<file path="src/rtl/pstm_pkg.sv">
// package for the power-state and thermal manager
package pstm_pkg;
   localparam int QUIET_T_DEFAULT = 10000;
   localparam int QUIET_W = 32;
   localparam logic [6:0] EEPROM_ADDR = 7'h50;
   localparam int EE_WAIT_CYC = 16;

   typedef enum logic [1:0] {PS_ACTIVE, PS_IDLE, PS_SLEEP} pstm_pstate_t;
   typedef enum logic [1:0] {BT_PROBE, BT_EE_LOAD, BT_HOST_WAIT, BT_DONE} pstm_boot_t;
   typedef enum logic [1:0] {CC_OPEN, CC_RD, CC_RP_3A0} pstm_cc_t;

   // activity sources that restart the idle timer
   typedef struct packed {
      logic pd_msg;
      logic cc_change;
      logic gpio_event;
      logic i2c_txn;
      logic volt_alert;
      logic fault_alert;
   } pstm_activity_t;

   // path enables and cc terminations driven out
   typedef struct packed {
      logic port_a_source_path;
      logic port_b_source_path;
      logic [1:0] external_sink_path;
      logic [1:0] cable_supply_path;
      pstm_cc_t port_a_first_cc;
      pstm_cc_t port_b_first_cc;
   } pstm_paths_t;

   typedef struct packed {
      pstm_pstate_t pstate;
      logic standby;
      logic [QUIET_W-1:0] quiet_cnt;
      logic die_shut;
      logic path_shut;
      pstm_boot_t boot;
      logic [7:0] boot_cnt;
      logic ee_req;
      pstm_paths_t paths;
   } pstm_state_t;
endpackage

</file>
<file path="src/rtl/pstm_manager.sv">
// power-state, path-enable and thermal shutdown manager
`timescale 1ns/1ps
// Notes on behaviour
// - exactly one state: active, idle, sleep
// - active to idle after quiet interval
// - state changes autonomous, no host command
// - sleep watches for attach, wakes
// - source/sink path and cc table
// - standby port a only; sleep all off
// - die overtemp disables all but supervision
// - die resumes below threshold minus hysteresis
// - path overtemp kills sources and cable supply
// - path recovery auto or firmware re-enable
// - config from host or eeprom at boot
// - probe eeprom 0x50 first, else host
module pstm_manager import pstm_pkg::*; #(
   parameter int QUIET_T = QUIET_T_DEFAULT
) (
   input wire logic ref_clk_i,
   input wire logic resetn_i,
   input wire pstm_activity_t activity_i,
   input wire logic sink_mode_i,
   input wire logic standby_req_i,
   input wire logic sleep_allowed_i,
   input wire logic attach_i,
   input wire logic die_over_i,
   input wire logic die_below_hyst_i,
   input wire logic path_over_i,
   input wire logic path_cooled_i,
   input wire logic path_auto_resume_i,
   input wire logic fw_path_enable_i,
   input wire logic ee_ack_i,
   input wire logic ee_nack_i,
   input wire logic ee_load_done_i,
   input wire logic host_load_done_i,
   output logic ee_req_o,
   output logic [6:0] ee_addr_o,
   output logic config_loaded_o,
   output pstm_pstate_t pstate_o,
   output logic standby_o,
   output logic die_shut_o,
   output logic path_shut_o,
   output pstm_paths_t paths_o
);
   localparam logic [QUIET_W-1:0] QUIET_LAST = QUIET_W'(QUIET_T - 1);
   localparam logic [7:0] EE_LAST = 8'(EE_WAIT_CYC - 1);
   localparam logic [QUIET_W-1:0] QUIET_ONE = QUIET_W'(1);
   // every path off and every termination open; named members keep the cc enums legal
   localparam pstm_paths_t PATHS_OFF = '{port_a_first_cc: CC_OPEN, port_b_first_cc: CC_OPEN,
      default: '0};

   pstm_state_t st, next_st;
   logic any_act;

   assign any_act = |activity_i;

   // one next-state process for all control
   always_comb begin
      next_st = st;
      // probe request only stands while the probe state asks for it
      next_st.ee_req = 1'b0;
      // boot: eeprom probe then host fallback
      case (st.boot)
         BT_PROBE: begin
            next_st.ee_req = 1'b1;
            next_st.boot_cnt = st.boot_cnt + 8'h01;
            if (ee_ack_i) begin
               next_st.boot = BT_EE_LOAD;
            end else if (ee_nack_i || st.boot_cnt == EE_LAST) begin
               next_st.boot = BT_HOST_WAIT; // no eeprom answered
            end
         end
         BT_EE_LOAD: begin
            if (ee_load_done_i) begin
               next_st.boot = BT_DONE;
            end
         end
         BT_HOST_WAIT: begin
            if (host_load_done_i) begin
               next_st.boot = BT_DONE;
            end
         end
         default: next_st.boot = BT_DONE;
      endcase
      // die shutdown holds until hysteresis is cleared
      // the state walk keeps running underneath, so timing is current on recovery
      if (die_over_i) begin
         next_st.die_shut = 1'b1;
      end else if (st.die_shut && die_below_hyst_i) begin
         next_st.die_shut = 1'b0;
      end
      // path shutdown, recovery per configuration
      // an overtemp in the same cycle as a release wins, so a hot path never reopens
      if (path_over_i) begin
         next_st.path_shut = 1'b1;
      end else if (st.path_shut && path_cooled_i && (path_auto_resume_i || fw_path_enable_i)) begin
         next_st.path_shut = 1'b0;
      end
      // autonomous power-state walk
      case (st.pstate)
         PS_ACTIVE: begin
            if (any_act) begin
               next_st.quiet_cnt = '0;
            end else if (st.quiet_cnt == QUIET_LAST) begin
               next_st.pstate = PS_IDLE;
               next_st.quiet_cnt = '0;
            end else begin
               next_st.quiet_cnt = st.quiet_cnt + QUIET_ONE;
            end
         end
         PS_IDLE: begin
            // standby follows the request only while idle
            next_st.standby = standby_req_i;
            if (any_act) begin
               next_st.pstate = PS_ACTIVE;
               next_st.standby = 1'b0;
            end else if (sleep_allowed_i && !attach_i) begin
               next_st.pstate = PS_SLEEP;
               next_st.standby = 1'b0;
            end
         end
         PS_SLEEP: begin
            // attach watch stays alive in sleep
            if (attach_i || any_act) begin
               next_st.pstate = PS_ACTIVE;
               next_st.quiet_cnt = '0;
            end
         end
         default: next_st.pstate = PS_ACTIVE;
      endcase
      // path table per state and role
      next_st.paths = PATHS_OFF;
      if (st.pstate != PS_SLEEP && !st.die_shut) begin
         if (st.standby) begin
            next_st.paths.port_a_source_path = !sink_mode_i;
            next_st.paths.port_a_first_cc = sink_mode_i ? CC_RP_3A0 : CC_RD;
            next_st.paths.port_b_first_cc = CC_OPEN;
         end else begin
            next_st.paths.port_a_source_path = !sink_mode_i;
            next_st.paths.port_b_source_path = !sink_mode_i;
            next_st.paths.external_sink_path = {2{sink_mode_i}};
            next_st.paths.cable_supply_path = 2'b11;
            next_st.paths.port_a_first_cc = sink_mode_i ? CC_RP_3A0 : CC_RD;
            next_st.paths.port_b_first_cc = sink_mode_i ? CC_RP_3A0 : CC_RD;
         end
         if (st.path_shut) begin
            next_st.paths.port_a_source_path = 1'b0;
            next_st.paths.port_b_source_path = 1'b0;
            next_st.paths.cable_supply_path = 2'b00;
         end
      end
   end

   // state register, synchronous reset
   always_ff @(posedge ref_clk_i) begin
      if (!resetn_i) begin
         st <= '{pstate: PS_ACTIVE, boot: BT_PROBE, paths: PATHS_OFF, default: '0};
      end else begin
         st <= next_st;
      end
   end

   // outputs come straight from the state register, except the eeprom address, which is the fixed EEPROM_ADDR, and config_loaded_o, a decode of st.boot == BT_DONE
   assign ee_req_o = st.ee_req;
   assign ee_addr_o = EEPROM_ADDR;
   assign config_loaded_o = (st.boot == BT_DONE);
   assign pstate_o = st.pstate;
   assign standby_o = st.standby;
   assign die_shut_o = st.die_shut;
   assign path_shut_o = st.path_shut;
   assign paths_o = st.paths;

   // checks on state, timer, shutdown and boot
   a_state_legal: assert property (@(posedge ref_clk_i) disable iff (!resetn_i)
      st.pstate inside {PS_ACTIVE, PS_IDLE, PS_SLEEP}) else $error("illegal power state");
   a_idle_needs_quiet: assert property (@(posedge ref_clk_i) disable iff (!resetn_i)
      $past(st.pstate) == PS_ACTIVE && st.pstate == PS_IDLE |-> $past(st.quiet_cnt) == QUIET_LAST)
      else $error("idle entered early");
   a_act_restarts: assert property (@(posedge ref_clk_i) disable iff (!resetn_i)
      st.pstate == PS_ACTIVE && any_act |=> st.quiet_cnt == '0) else $error("timer not restarted");
   a_sleep_wake: assert property (@(posedge ref_clk_i) disable iff (!resetn_i)
      st.pstate == PS_SLEEP && attach_i |=> st.pstate == PS_ACTIVE) else $error("attach missed");
   a_sleep_all_off: assert property (@(posedge ref_clk_i) disable iff (!resetn_i)
      st.pstate == PS_SLEEP |=> paths_o == '0) else $error("path on in sleep");
   a_die_kills_all: assert property (@(posedge ref_clk_i) disable iff (!resetn_i)
      die_over_i |=> ##1 paths_o == '0) else $error("die shutdown leak");
   a_die_holds: assert property (@(posedge ref_clk_i) disable iff (!resetn_i)
      st.die_shut && !die_below_hyst_i |=> st.die_shut) else $error("die shutdown released early");
   a_path_kills: assert property (@(posedge ref_clk_i) disable iff (!resetn_i)
      path_over_i |=> ##1 !paths_o.port_a_source_path && !paths_o.port_b_source_path
      && paths_o.cable_supply_path == 2'b00) else $error("path shutdown leak");
   a_path_manual: assert property (@(posedge ref_clk_i) disable iff (!resetn_i)
      st.path_shut && !path_auto_resume_i && !fw_path_enable_i |=> st.path_shut)
      else $error("path resumed without firmware");
   a_probe_first: assert property (@(posedge ref_clk_i) disable iff (!resetn_i)
      $past(st.boot) == BT_PROBE && st.boot == BT_HOST_WAIT |-> $past(ee_nack_i) || $past(st.boot_cnt) == EE_LAST)
      else $error("host wait without eeprom miss");
   // role tables: full table outside standby while no shutdown flag is up
   a_source_table: assert property (@(posedge ref_clk_i) disable iff (!resetn_i)
      st.pstate != PS_SLEEP && !st.standby && !st.die_shut && !st.path_shut && !sink_mode_i
      |=> paths_o.port_a_source_path && paths_o.port_b_source_path && paths_o.external_sink_path == 2'b00
      && paths_o.cable_supply_path == 2'b11 && paths_o.port_a_first_cc == CC_RD
      && paths_o.port_b_first_cc == CC_RD) else $error("source table wrong");
   a_sink_table: assert property (@(posedge ref_clk_i) disable iff (!resetn_i)
      st.pstate != PS_SLEEP && !st.standby && !st.die_shut && !st.path_shut && sink_mode_i
      |=> !paths_o.port_a_source_path && !paths_o.port_b_source_path && paths_o.external_sink_path == 2'b11
      && paths_o.cable_supply_path == 2'b11 && paths_o.port_a_first_cc == CC_RP_3A0
      && paths_o.port_b_first_cc == CC_RP_3A0) else $error("sink table wrong");
   a_standby_paths: assert property (@(posedge ref_clk_i) disable iff (!resetn_i)
      st.pstate != PS_SLEEP && st.standby && !st.die_shut
      |=> !paths_o.port_b_source_path && paths_o.external_sink_path == 2'b00
      && paths_o.cable_supply_path == 2'b00 && paths_o.port_b_first_cc == CC_OPEN) else $error("standby leak");
   // a loaded bundle is the only way out of either boot wait
   a_ee_load_waits: assert property (@(posedge ref_clk_i) disable iff (!resetn_i)
      st.boot == BT_EE_LOAD && !ee_load_done_i |=> st.boot == BT_EE_LOAD) else $error("eeprom load cut short");
   a_host_load_waits: assert property (@(posedge ref_clk_i) disable iff (!resetn_i)
      st.boot == BT_HOST_WAIT && !host_load_done_i |=> st.boot == BT_HOST_WAIT) else $error("host load cut short");
   // activity ends idle, and a live attach keeps the part out of sleep
   a_idle_wakes: assert property (@(posedge ref_clk_i) disable iff (!resetn_i)
      st.pstate == PS_IDLE && any_act |=> st.pstate == PS_ACTIVE) else $error("idle ignored activity");
   a_attach_blocks_sleep: assert property (@(posedge ref_clk_i) disable iff (!resetn_i)
      st.pstate == PS_IDLE && attach_i |=> st.pstate != PS_SLEEP) else $error("slept with attach");
endmodule

</file>
<file path="config.mk">
export PLATFORM = sky130hd
export DESIGN_NAME = pstm_manager
export DESIGN_NICKNAME = d
export VERILOG_FILES = /design/src/rtl/pstm_pkg.sv /design/src/rtl/pstm_manager.sv
export SDC_FILE = /design/constraint.sdc
export NUM_CORES = 1
export LEC_CHECK = 0
export BUFFER_PORTS_ARGS = -buffer_cell sky130_fd_sc_hd__buf_2
export CORE_ASPECT_RATIO = 1.2
export CORE_MARGIN = 2
export CORE_UTILIZATION = 55
export DETAILED_ROUTE_END_ITERATION = 16
export PLACE_DENSITY = 0.88
export SYNTH_ARGS = -nofsm -noshare
export SYNTH_HDL_FRONTEND = slang
export SYNTH_SLANG_ARGS = --single-unit
</file>
<file path="constraint.sdc">
create_clock -name ref_clk_i -period 3.2 [get_ports ref_clk_i]
set_input_delay 0.32 -clock ref_clk_i [delete_from_list [all_inputs] [get_ports ref_clk_i]]
set_output_delay 0.32 -clock ref_clk_i [all_outputs]
set_load 0.01 [all_outputs]
</file>
==> results of run 1 <==
layout by cell type (no fill, tap or decap), types with 3 or more instances in the layout:
| master | count |
|---|---|
| dfxtp_1 | 55 |
| buf_2 | 38 |
| nand3_1 | 33 |
| a21oi_1 | 29 |
| nand2_1 | 27 |
| nor2_1 | 24 |
| nand4_1 | 14 |
| nor4_1 | 13 |
| nor3_1 | 13 |
| o21ai_0 | 10 |
| a31oi_1 | 10 |
| mux2i_1 | 9 |
| inv_1 | 8 |
| and3_1 | 7 |
| conb_1 | 7 |
| xor2_1 | 6 |
| clkbuf_8 | 6 |
| or3_1 | 5 |
| and4_1 | 5 |
| and2_1 | 4 |
| nand2b_1 | 4 |
| or3b_2 | 4 |
| a22oi_1 | 3 |
| buf_4 | 3 |
metal layers:
metal	vias up	GRT usage [%]	routed length [um]	part of all wire, %
li1	1309	-	-	-
met1	1239	27.4	2640	40
met2	145	38.4	3220	49
met3	21	4.59	531	8.1
met4	0	10.8	199	3.0
met5	-	0	0	0
area by class of cell:
class	count	area (um^2)
Multi-Input combinational cell	259	1580
Tap cell	62	77.6
Inverter	8	30.0
Clock inverter	2	16.3
Timing Repair Buffer	41	213
Clock buffer	6	82.6
Sequential cell	55	1100
Fill cell	466	2090
path summary, 6_finish.rpt:
kind	startpoint	endpoint	slack, ps
max	st[31]	st[45]	860
min reg2reg	st[12]	st[12]	510
max reg2reg	st[31]	st[45]	860
min	attach_i	pstate_o[1]	190
cell families after synthesis:
group / count (synthesis)
fa+ha+maj: 2
simple gates: 167
compound gates: 66
flops: 55
other cells: 2
xor+xnor: 8
buf+inv: 43
mux: 9
critical path: stages, from the launching register on:
cell	delay (ps)
dfxtp_1	440
or4b_1	560
nor4_4	400
a2111oi_4	110
buf_4	260
and3_1	210
a211o_1	250
flip-flops by register name (all words and copies together) (netlist names):
register,flops
die_shut_o,1
path_shut_o,1
standby_o,1
st,42
ee_req_o,1
pstate_o,2
paths_o,7
power groups by stage:
stage                     Combinational, mW  Sequential (mW)  Clock [mW]
after global placement               0.0692            0.727           0
final                                0.0708            0.712       0.409
after global routing                 0.0788            0.714       0.445
after floorplan                      0.0562            0.727           0
after detailed placement             0.0707            0.728           0
after CTS                            0.0710            0.712       0.415
==> impl_metrics.json, run 1 <==
{
  "tightest_slew_ps": 921,
  "worstHoldPathCells": 2,
  "grt_max_degree": 36,
  "rsz0062_at_grt": "no",
  "synth_mux_area_share_pct": 3.09,
  "hold_viol": 0,
  "max_freq_mhz": 427,
  "r2r_cells": 6,
  "place_congestion": 0.993,
  "fp.dieH_um": 83.8,
  "io_pins": 46,
  "hold_slack_ps": 194,
  "pre_cts_slack_ps": 891,
  "switchingPower_uw": 283,
  "first_pass_iters": 5,
  "p_seq_share_pct": 59.7,
  "area_growth_pct": 6.09,
  "p_per_area_nw_per_um2": 385,
  "p_total_mw": 1.19,
  "drc": 0,
  "setup_violations": 0,
  "synth_xor_area_share_pct": 2.40,
  "status": "completed",
  "setup_ws_ps": 857,
  "layout.cells.non_filler": 433,
  "netlist_top_cells_count": "dfxtp_1 (55), nand3_1 (33), a21oi_1 (29), nand2_1 (27), nor2_1 (24)",
  "ys_types": 51,
  "drv_slew": 0,
  "swShare_pct": 23.8,
  "cts_setup_buffers": 0,
  "routed_via_density": 6.27,
  "root_buffer": "clkbuf_8",
  "num_rows": 29,
  "synth_top_family_by_area": "simple AND/OR/NAND/NOR gates",
  "dp_hpwl_mm": 4.66,
  "ys_ff_latch": 55,
  "intPower_uw": 908,
  "crit_arrival_ps": 2550,
  "hp-class": "in -> reg",
  "insertedDiodeCount": 0,
  "final.period_utilization_pct": 73.2,
  "syn_avg_cell_area_um2": 8.29,
  "synth_top_area_cell": "dfxtp_1",
  "peakVddDrop_mv": 0.245,
  "synth_simple_gate_area_share_pct": 32.5,
  "portBuffers": 38,
  "clk_path_buf_depth": 2,
  "antenna_found_initial": 0,
  "dp_cells": 425,
  "synthCells": 352,
  "fin_tns_setup_ps": 0,
  "h-tree-depth": 2,
  "final_util_pct": 59.7,
  "design_area_um2": 3100,
  "fin_skew_ps": 7.65,
  "crit_fanout": 35,
  "p_leak_nw": 1.13,
  "cts.sinks": 55,
  "yosysMostFrequentCell": "dfxtp_1",
  "synth_top_area_share_pct": 37.7,
  "synth_ff_type": "dfxtp_1",
  "clock_latency_ps": 310,
  "die_x_um": 70.5,
  "overflow": 0,
  "syn_area_um2": 2920,
  "cp-end-kind": "flip-flop",
  "start_util_pct": 56.3,
  "grt_first_pass_wirelength_mm": 11.2,
  "placed_area_um2": 3000,
  "synth_top_cells_by_area": "dfxtp_1 (38%), nand3_1 (5.7%), buf_4 (5.1%)",
  "cts_hold_buf": 0,
  "cap_violations": 0,
  "synth_edf_count": 0,
  "drtIter0Drc": 269,
  "grt.total_usage_pct": 22.8,
  "async_reset_ff_share_pct": 0,
  "setup.worst_path.start_class": "flip-flop",
  "wl_mm": 6.59,
  "synth_compound_area_share_pct": 14.3,
  "ctsResizeCount": 0,
  "worstSetupPathType": "reg -> reg",
  "period_needed_ps": 2340,
  "synth_adder_area_share_pct": 0.857,
  "wire_per_inst_um": 15.2,
  "layout.nets": 394,
  "clk_pin_slew_ps": 100,
  "grt_pass1_vias": 2529,
  "postRouteAntennaNets": 0,
  "pwr-share-clk_pct": 34.3,
  "vias": 2714,
  "slew_headroom_pct": 38.6,
  "ys_seq_area_share_pct": 37.7,
  "cts_buffers": 5,
  "worstPathRequired_ps": 3400,
  "drive_gt1_share_pct": 16.7,
  "dieArea_um2": 5910,
  "power_frac_comb_pct": 5.9,
  "coreArea_um2": 5190,
  "ys.warnings.count": 0,
  "cts_tree": "done"
}
Note: power is estimated with default switching activity, not from simulation.
==> run 2, diff against run 1 <==
--- a/config.mk
+++ b/config.mk
@@ -8,9 +8,9 @@
 export BUFFER_PORTS_ARGS = -buffer_cell sky130_fd_sc_hd__buf_2
 export CORE_ASPECT_RATIO = 1.2
 export CORE_MARGIN = 2
-export CORE_UTILIZATION = 55
+export CORE_UTILIZATION = 51
 export DETAILED_ROUTE_END_ITERATION = 16
-export PLACE_DENSITY = 0.88
+export PLACE_DENSITY = 0.86
 export SYNTH_ARGS = -nofsm -noshare
 export SYNTH_HDL_FRONTEND = slang
 export SYNTH_SLANG_ARGS = --single-unit
==> constraint.sdc (replaced) <==
create_clock -name ref_clk_i -period 2.1 [get_ports ref_clk_i]
set_input_delay 0.21 -clock ref_clk_i [delete_from_list [all_inputs] [get_ports ref_clk_i]]
set_output_delay 0.21 -clock ref_clk_i [all_outputs]
set_load 0.01 [all_outputs]
==> impl_metrics.json, run 2 (synthesis results as in run 1) <==
{
  "status": "completed",
  "insertedDiodeCount": 0,
  "num_rows": 30,
  "first_pass_iters": 5,
  "dp_hpwl_mm": 5.68,
  "wire_per_inst_um": 16.0,
  "portBuffers": 38,
  "routed_via_density": 6.10,
  "setup_ws_ps": 34.9,
  "hp-class": "in -> reg",
  "drtIter0Drc": 164,
  "swShare_pct": 22.2,
  "grt_max_degree": 24,
  "fp.dieH_um": 86.9,
  "drive_gt1_share_pct": 29.4,
  "clk_pin_slew_ps": 100,
  "fin_tns_setup_ps": 0,
  "pwr-share-clk_pct": 36.4,
  "mostFrequentLayoutCells": "dfxtp_1 (50), buf_4 (50), buf_2 (38), nand3_1 (30), a21oi_1 (29)",
  "worstPathRequired_ps": 2310,
  "clk_path_buf_depth": 2,
  "cp-end-kind": "flip-flop",
  "cts_buffers": 5,
  "regMostFlops": "st",
  "final.period_utilization_pct": 98.3,
  "h-tree-depth": 2,
  "cts_tree": "done",
  "p_leak_nw": 1.41,
  "intPower_mw": 1.47,
  "clock_latency_ps": 310,
  "drc": 0,
  "cap_violations": 0,
  "die_x_um": 73.1,
  "p_per_area_nw_per_um2": 533,
  "p_total_mw": 1.88,
  "layout.nets": 443,
  "grt_pass1_vias": 2780,
  "area_growth_pct": 21.2,
  "p_seq_share_pct": 57.5,
  "coreArea_um2": 5590,
  "wl_mm": 7.73,
  "hold_viol": 0,
  "grt.total_usage_pct": 24.4,
  "placed_area_um2": 3360,
  "vias": 2947,
  "grt_first_pass_wirelength_mm": 12.3,
  "place_congestion": 1.01,
  "fin_skew_ps": 8.70,
  "setup_violations": 0,
  "design_area_um2": 3540,
  "drv_slew": 0,
  "period_needed_ps": 2070,
  "cts_hold_buf": 0,
  "peakVddDrop_mv": 0.249,
  "worstSetupPathType": "reg -> reg",
  "antenna_found_initial": 0,
  "setup.worst_path.start_class": "flip-flop",
  "largest_register_ffs": 42,
  "postRouteAntennaNets": 0,
  "start_util_pct": 52.2,
  "crit_fanout": 5,
  "pre_cts_slack_ps": -30.7,
  "crit_arrival_ps": 2270,
  "overflow": 0,
  "power_frac_comb_pct": 6.1,
  "max_freq_mhz": 484,
  "switchingPower_uw": 419,
  "io_pins": 46,
  "root_buffer": "clkbuf_8",
  "cts.sinks": 55,
  "rsz0062_at_grt": "yes",
  "dieArea_um2": 6350
}
run 2: cell count changes in the layout (fill, tap and decap cells not counted), moves of 2 or more:
cell,before,now
nand3_1,33,30
buf_4,3,50
nor3_1,13,11
nor3_2,0,2
nand3_2,0,3
dfxtp_2,0,4
dfxtp_1,55,50
run 2: critical path: stages (launching register included):
cell	delay [ps]
dfxtp_2	330
or4b_4	560
nor4_4	360
a2111oi_4	120
buf_4	180
and3_4	160
a211o_1	260
run 2: final cells by class:
class,count,area [um^2]
fillers,464,2050
multi-input cells,259,1620
flip-flops and latches,55,1110
repair buffers,90,597
well taps,64,80.1
clock buffers,6,72.6
clock inverters,1,30.0
inverters,8,30.0
run 2: path summary, 6_finish.rpt:
check,from,endpoint,slack [ps],cells after the start
setup / recovery,st[43],st[45],30,6
hold / removal,attach_i,pstate_o[1],90,2
setup reg to reg,st[43],st[45],30,6
hold reg to reg,st[33],st[33],490,1
run 2: power groups by stage:
| stage | clock (mW) | combinational [mW] | sequential (mW) |
|---|---|---|---|
| 2_1_floorplan | 0 | 0.0857 | 1.11 |
| 3_3_place_gp | 0 | 0.109 | 1.11 |
| 3_5_place_dp | 0 | 0.114 | 1.11 |
| 4_1_cts | 0.696 | 0.115 | 1.08 |
| 5_1_grt | 0.731 | 0.130 | 1.09 |
| 6_report | 0.686 | 0.115 | 1.08 |
run 2: routing by layer:
layer | vias up | share of wire (%) | wire [um] | GRT usage (%)
li1 | 1408 | - | - | -
met5 | - | 0 | 0 | 0
met3 | 30 | 5.8 | 445 | 4.75
met1 | 1368 | 39 | 3020 | 27.5
met2 | 141 | 52 | 3990 | 42.7
met4 | 0 | 3.6 | 277 | 13.1
run 2: timing repair:
| item | in CTS | in global routing |
|---|---|---|
| setup buffers | 1 | 2 |
| pin swaps | 1 | 3 |
| setup endpoints to repair | 3 | 9 |
| resized for setup | 0 | 16 |
run 2: per-stage QoR:
stage / instances / util (%) / hold slack [ps]
after global placement: 473 / 60.0 / 407
after global routing: 483 / 63.3 / 103
final: 483 / 63.3 / 87.6
after detailed placement: 473 / 60.0 / 419
after CTS: 481 / 62.0 / 88.8
after floorplan: 357 / - / 282
==> run 3, diff against run 2 <==
--- a/config.mk
+++ b/config.mk
@@ -8,9 +8,9 @@
 export BUFFER_PORTS_ARGS = -buffer_cell sky130_fd_sc_hd__buf_2
 export CORE_ASPECT_RATIO = 1.2
 export CORE_MARGIN = 2
-export CORE_UTILIZATION = 51
+export CORE_UTILIZATION = 55
 export DETAILED_ROUTE_END_ITERATION = 16
-export PLACE_DENSITY = 0.86
+export PLACE_DENSITY = 0.88
 export SYNTH_ARGS = -nofsm -noshare
 export SYNTH_HDL_FRONTEND = slang
 export SYNTH_SLANG_ARGS = --single-unit
==> constraint.sdc (replaced) <==
create_clock -name ref_clk_i -period 2.05 [get_ports ref_clk_i]
set_input_delay 0.615 -clock ref_clk_i [delete_from_list [all_inputs] [get_ports ref_clk_i]]
set_output_delay 0.615 -clock ref_clk_i [all_outputs]
set_load 0.01 [all_outputs]
==> impl_metrics.json, run 3 (synthesis results as in run 1) <==
{
  "fp.dieH_um": 83.8,
  "placed_area_um2": 3320,
  "peakVddDrop_mv": 0.309,
  "clk_path_buf_depth": 2,
  "period_needed_ps": 2130,
  "max_stage_delay_ps": 570,
  "intPower_mw": 1.50,
  "drc": 0,
  "fin_tns_setup_ps": -158,
  "routed_via_density": 6.44,
  "setup_ws_ps": -81.2,
  "overflow": 0,
  "worstPathRequired_ps": 2260,
  "worstSetupPathType": "reg -> reg",
  "cp_slowest_cell": "or4b_4",
  "setup.worst_path.start_class": "flip-flop",
  "switchingPower_uw": 438,
  "dieArea_um2": 5910,
  "pwr-share-clk_pct": 36.5,
  "p_per_area_nw_per_um2": 530,
  "design_area_um2": 3660,
  "postRouteAntennaNets": 0,
  "crit_arrival_ps": 2340,
  "clock_latency_ps": 310,
  "cts_tree": "done",
  "wire_per_inst_um": 17.4,
  "layout.nets": 447,
  "status": "finished with violations",
  "swShare_pct": 22.6,
  "mostFrequentLayoutCells": "buf_4 (53), dfxtp_1 (47), buf_2 (39), nand3_1 (29), a21oi_1 (28)",
  "crit_top_cell": "buf_4",
  "crit_chain": "or4b_4, nor4_4, buf_4, a2111oi_4, buf_4, nor3b_1, a211o_1",
  "critPathBufInv": 2,
  "place_congestion": 0.963,
  "wl_mm": 8.43,
  "drive_gt1_share_pct": 32.4,
  "insertedDiodeCount": 0,
  "cts_buffers": 5,
  "dp_hpwl_mm": 5.57,
  "h-tree-depth": 2,
  "final_common_cell": "buf_4",
  "grt_max_degree": 17,
  "cts.sinks": 55,
  "crit_fanout": 4,
  "max_freq_mhz": 469,
  "violations": "negative setup slack",
  "largest_register_ffs": 42,
  "portBuffers": 38,
  "clk_pin_slew_ps": 100,
  "cp_top_family": "simple AND/OR/NAND/NOR gates",
  "drtIter0Drc": 342,
  "power_frac_comb_pct": 6.4,
  "hp-class": "in -> reg",
  "first_pass_iters": 6,
  "grt_first_pass_wirelength_mm": 12.6,
  "drv_slew": 0,
  "num-fill-cells": 385,
  "start_util_pct": 56.3,
  "final.period_utilization_pct": 104,
  "regMostFlops": "st",
  "root_buffer": "clkbuf_8",
  "cap_violations": 0,
  "io_pins": 46,
  "coreArea_um2": 5190,
  "rsz0062_at_grt": "yes",
  "hold_viol": 0,
  "grt_pass1_vias": 2865,
  "cts_hold_buf": 0,
  "p_leak_nw": 1.44,
  "p_seq_share_pct": 57.1,
  "setup_violations": 7,
  "vias": 3125,
  "cp-end-kind": "flip-flop",
  "grt.total_usage_pct": 26.2,
  "die_x_um": 70.5,
  "fin_skew_ps": 10.2,
  "antenna_found_initial": 0,
  "num_rows": 29,
  "area_growth_pct": 25.5
}
## run 3: cell count changes in the layout (fill, tap and decap cells not counted), moves of 2 or more
| cell | previous run | this run |
|---|---|---|
| dfxtp_2 | 4 | 8 |
| a22oi_1 | 3 | 1 |
| dfxtp_1 | 50 | 47 |
| nor4_4 | 2 | 4 |
| buf_4 | 50 | 53 |
| or3b_4 | 0 | 4 |
| nor4_2 | 3 | 1 |
| a22oi_2 | 0 | 2 |
| or3b_2 | 4 | 0 |
## run 3: layer usage
metal	up-vias	track usage (%)	wire, um
li1	1416	-	-
met1	1444	29.1	3020
met2	203	45.3	4160
met3	62	4.59	672
met4	0	17.1	567
met5	-	0	0
## run 3: final cells by class
cell class | count | area [um^2] | share of cell area, %
Clock inverter | 2 | 37.5 | 1.02
Tap cell | 62 | 77.6 | 2.12
Multi-Input combinational cell | 260 | 1740 | 47.4
Clock buffer | 5 | 68.8 | 1.88
Inverter | 8 | 30.0 | 0.819
Timing Repair Buffer | 93 | 604 | 16.5
Sequential cell | 55 | 1110 | 30.3
## run 3: final timing paths
check / startpoint / endpoint / slack, ps / cells past startpoint
setup / recovery: st[45] / st[45] / -80 / 7
hold / removal: attach_i / pstate_o[1] / 500 / 2
setup reg to reg: st[45] / st[45] / -80 / 7
hold reg to reg: st[12] / st[12] / 500 / 2
## run 3: timing repair
item,4_1_cts,5_1_grt
resized for setup,7,27
pin swaps,3,13
cloned,0,2
setup endpoints to repair,22,23
setup buffers,2,10
## run 3: metrics by stage
stage / worst slack [ps] / hold slack, ps / util (%) / std cells / power [mW]
final: -81.2 / 503 / 70.6 / 485 / 1.94
after global routing: -125 / 507 / 70.6 / 485 / 2.01
after CTS: -42.4 / 488 / 66.6 / 474 / 1.95
after detailed placement: -300 / 483 / 63.9 / 466 / 1.26
after global placement: -243 / 471 / 63.9 / 466 / 1.25
after floorplan: 8.25 / 452 / - / 357 / 1.22
## run 3: power by group through the flow
| stage | clock (mW) | sequential [mW] | combinational (mW) |
|---|---|---|---|
| 3_3_place_gp | 0 | 1.13 | 0.115 |
| 4_1_cts | 0.714 | 1.11 | 0.120 |
| 3_5_place_dp | 0 | 1.14 | 0.119 |
| 6_report | 0.709 | 1.11 | 0.124 |
| 2_1_floorplan | 0 | 1.13 | 0.0887 |
| 5_1_grt | 0.758 | 1.11 | 0.138 |
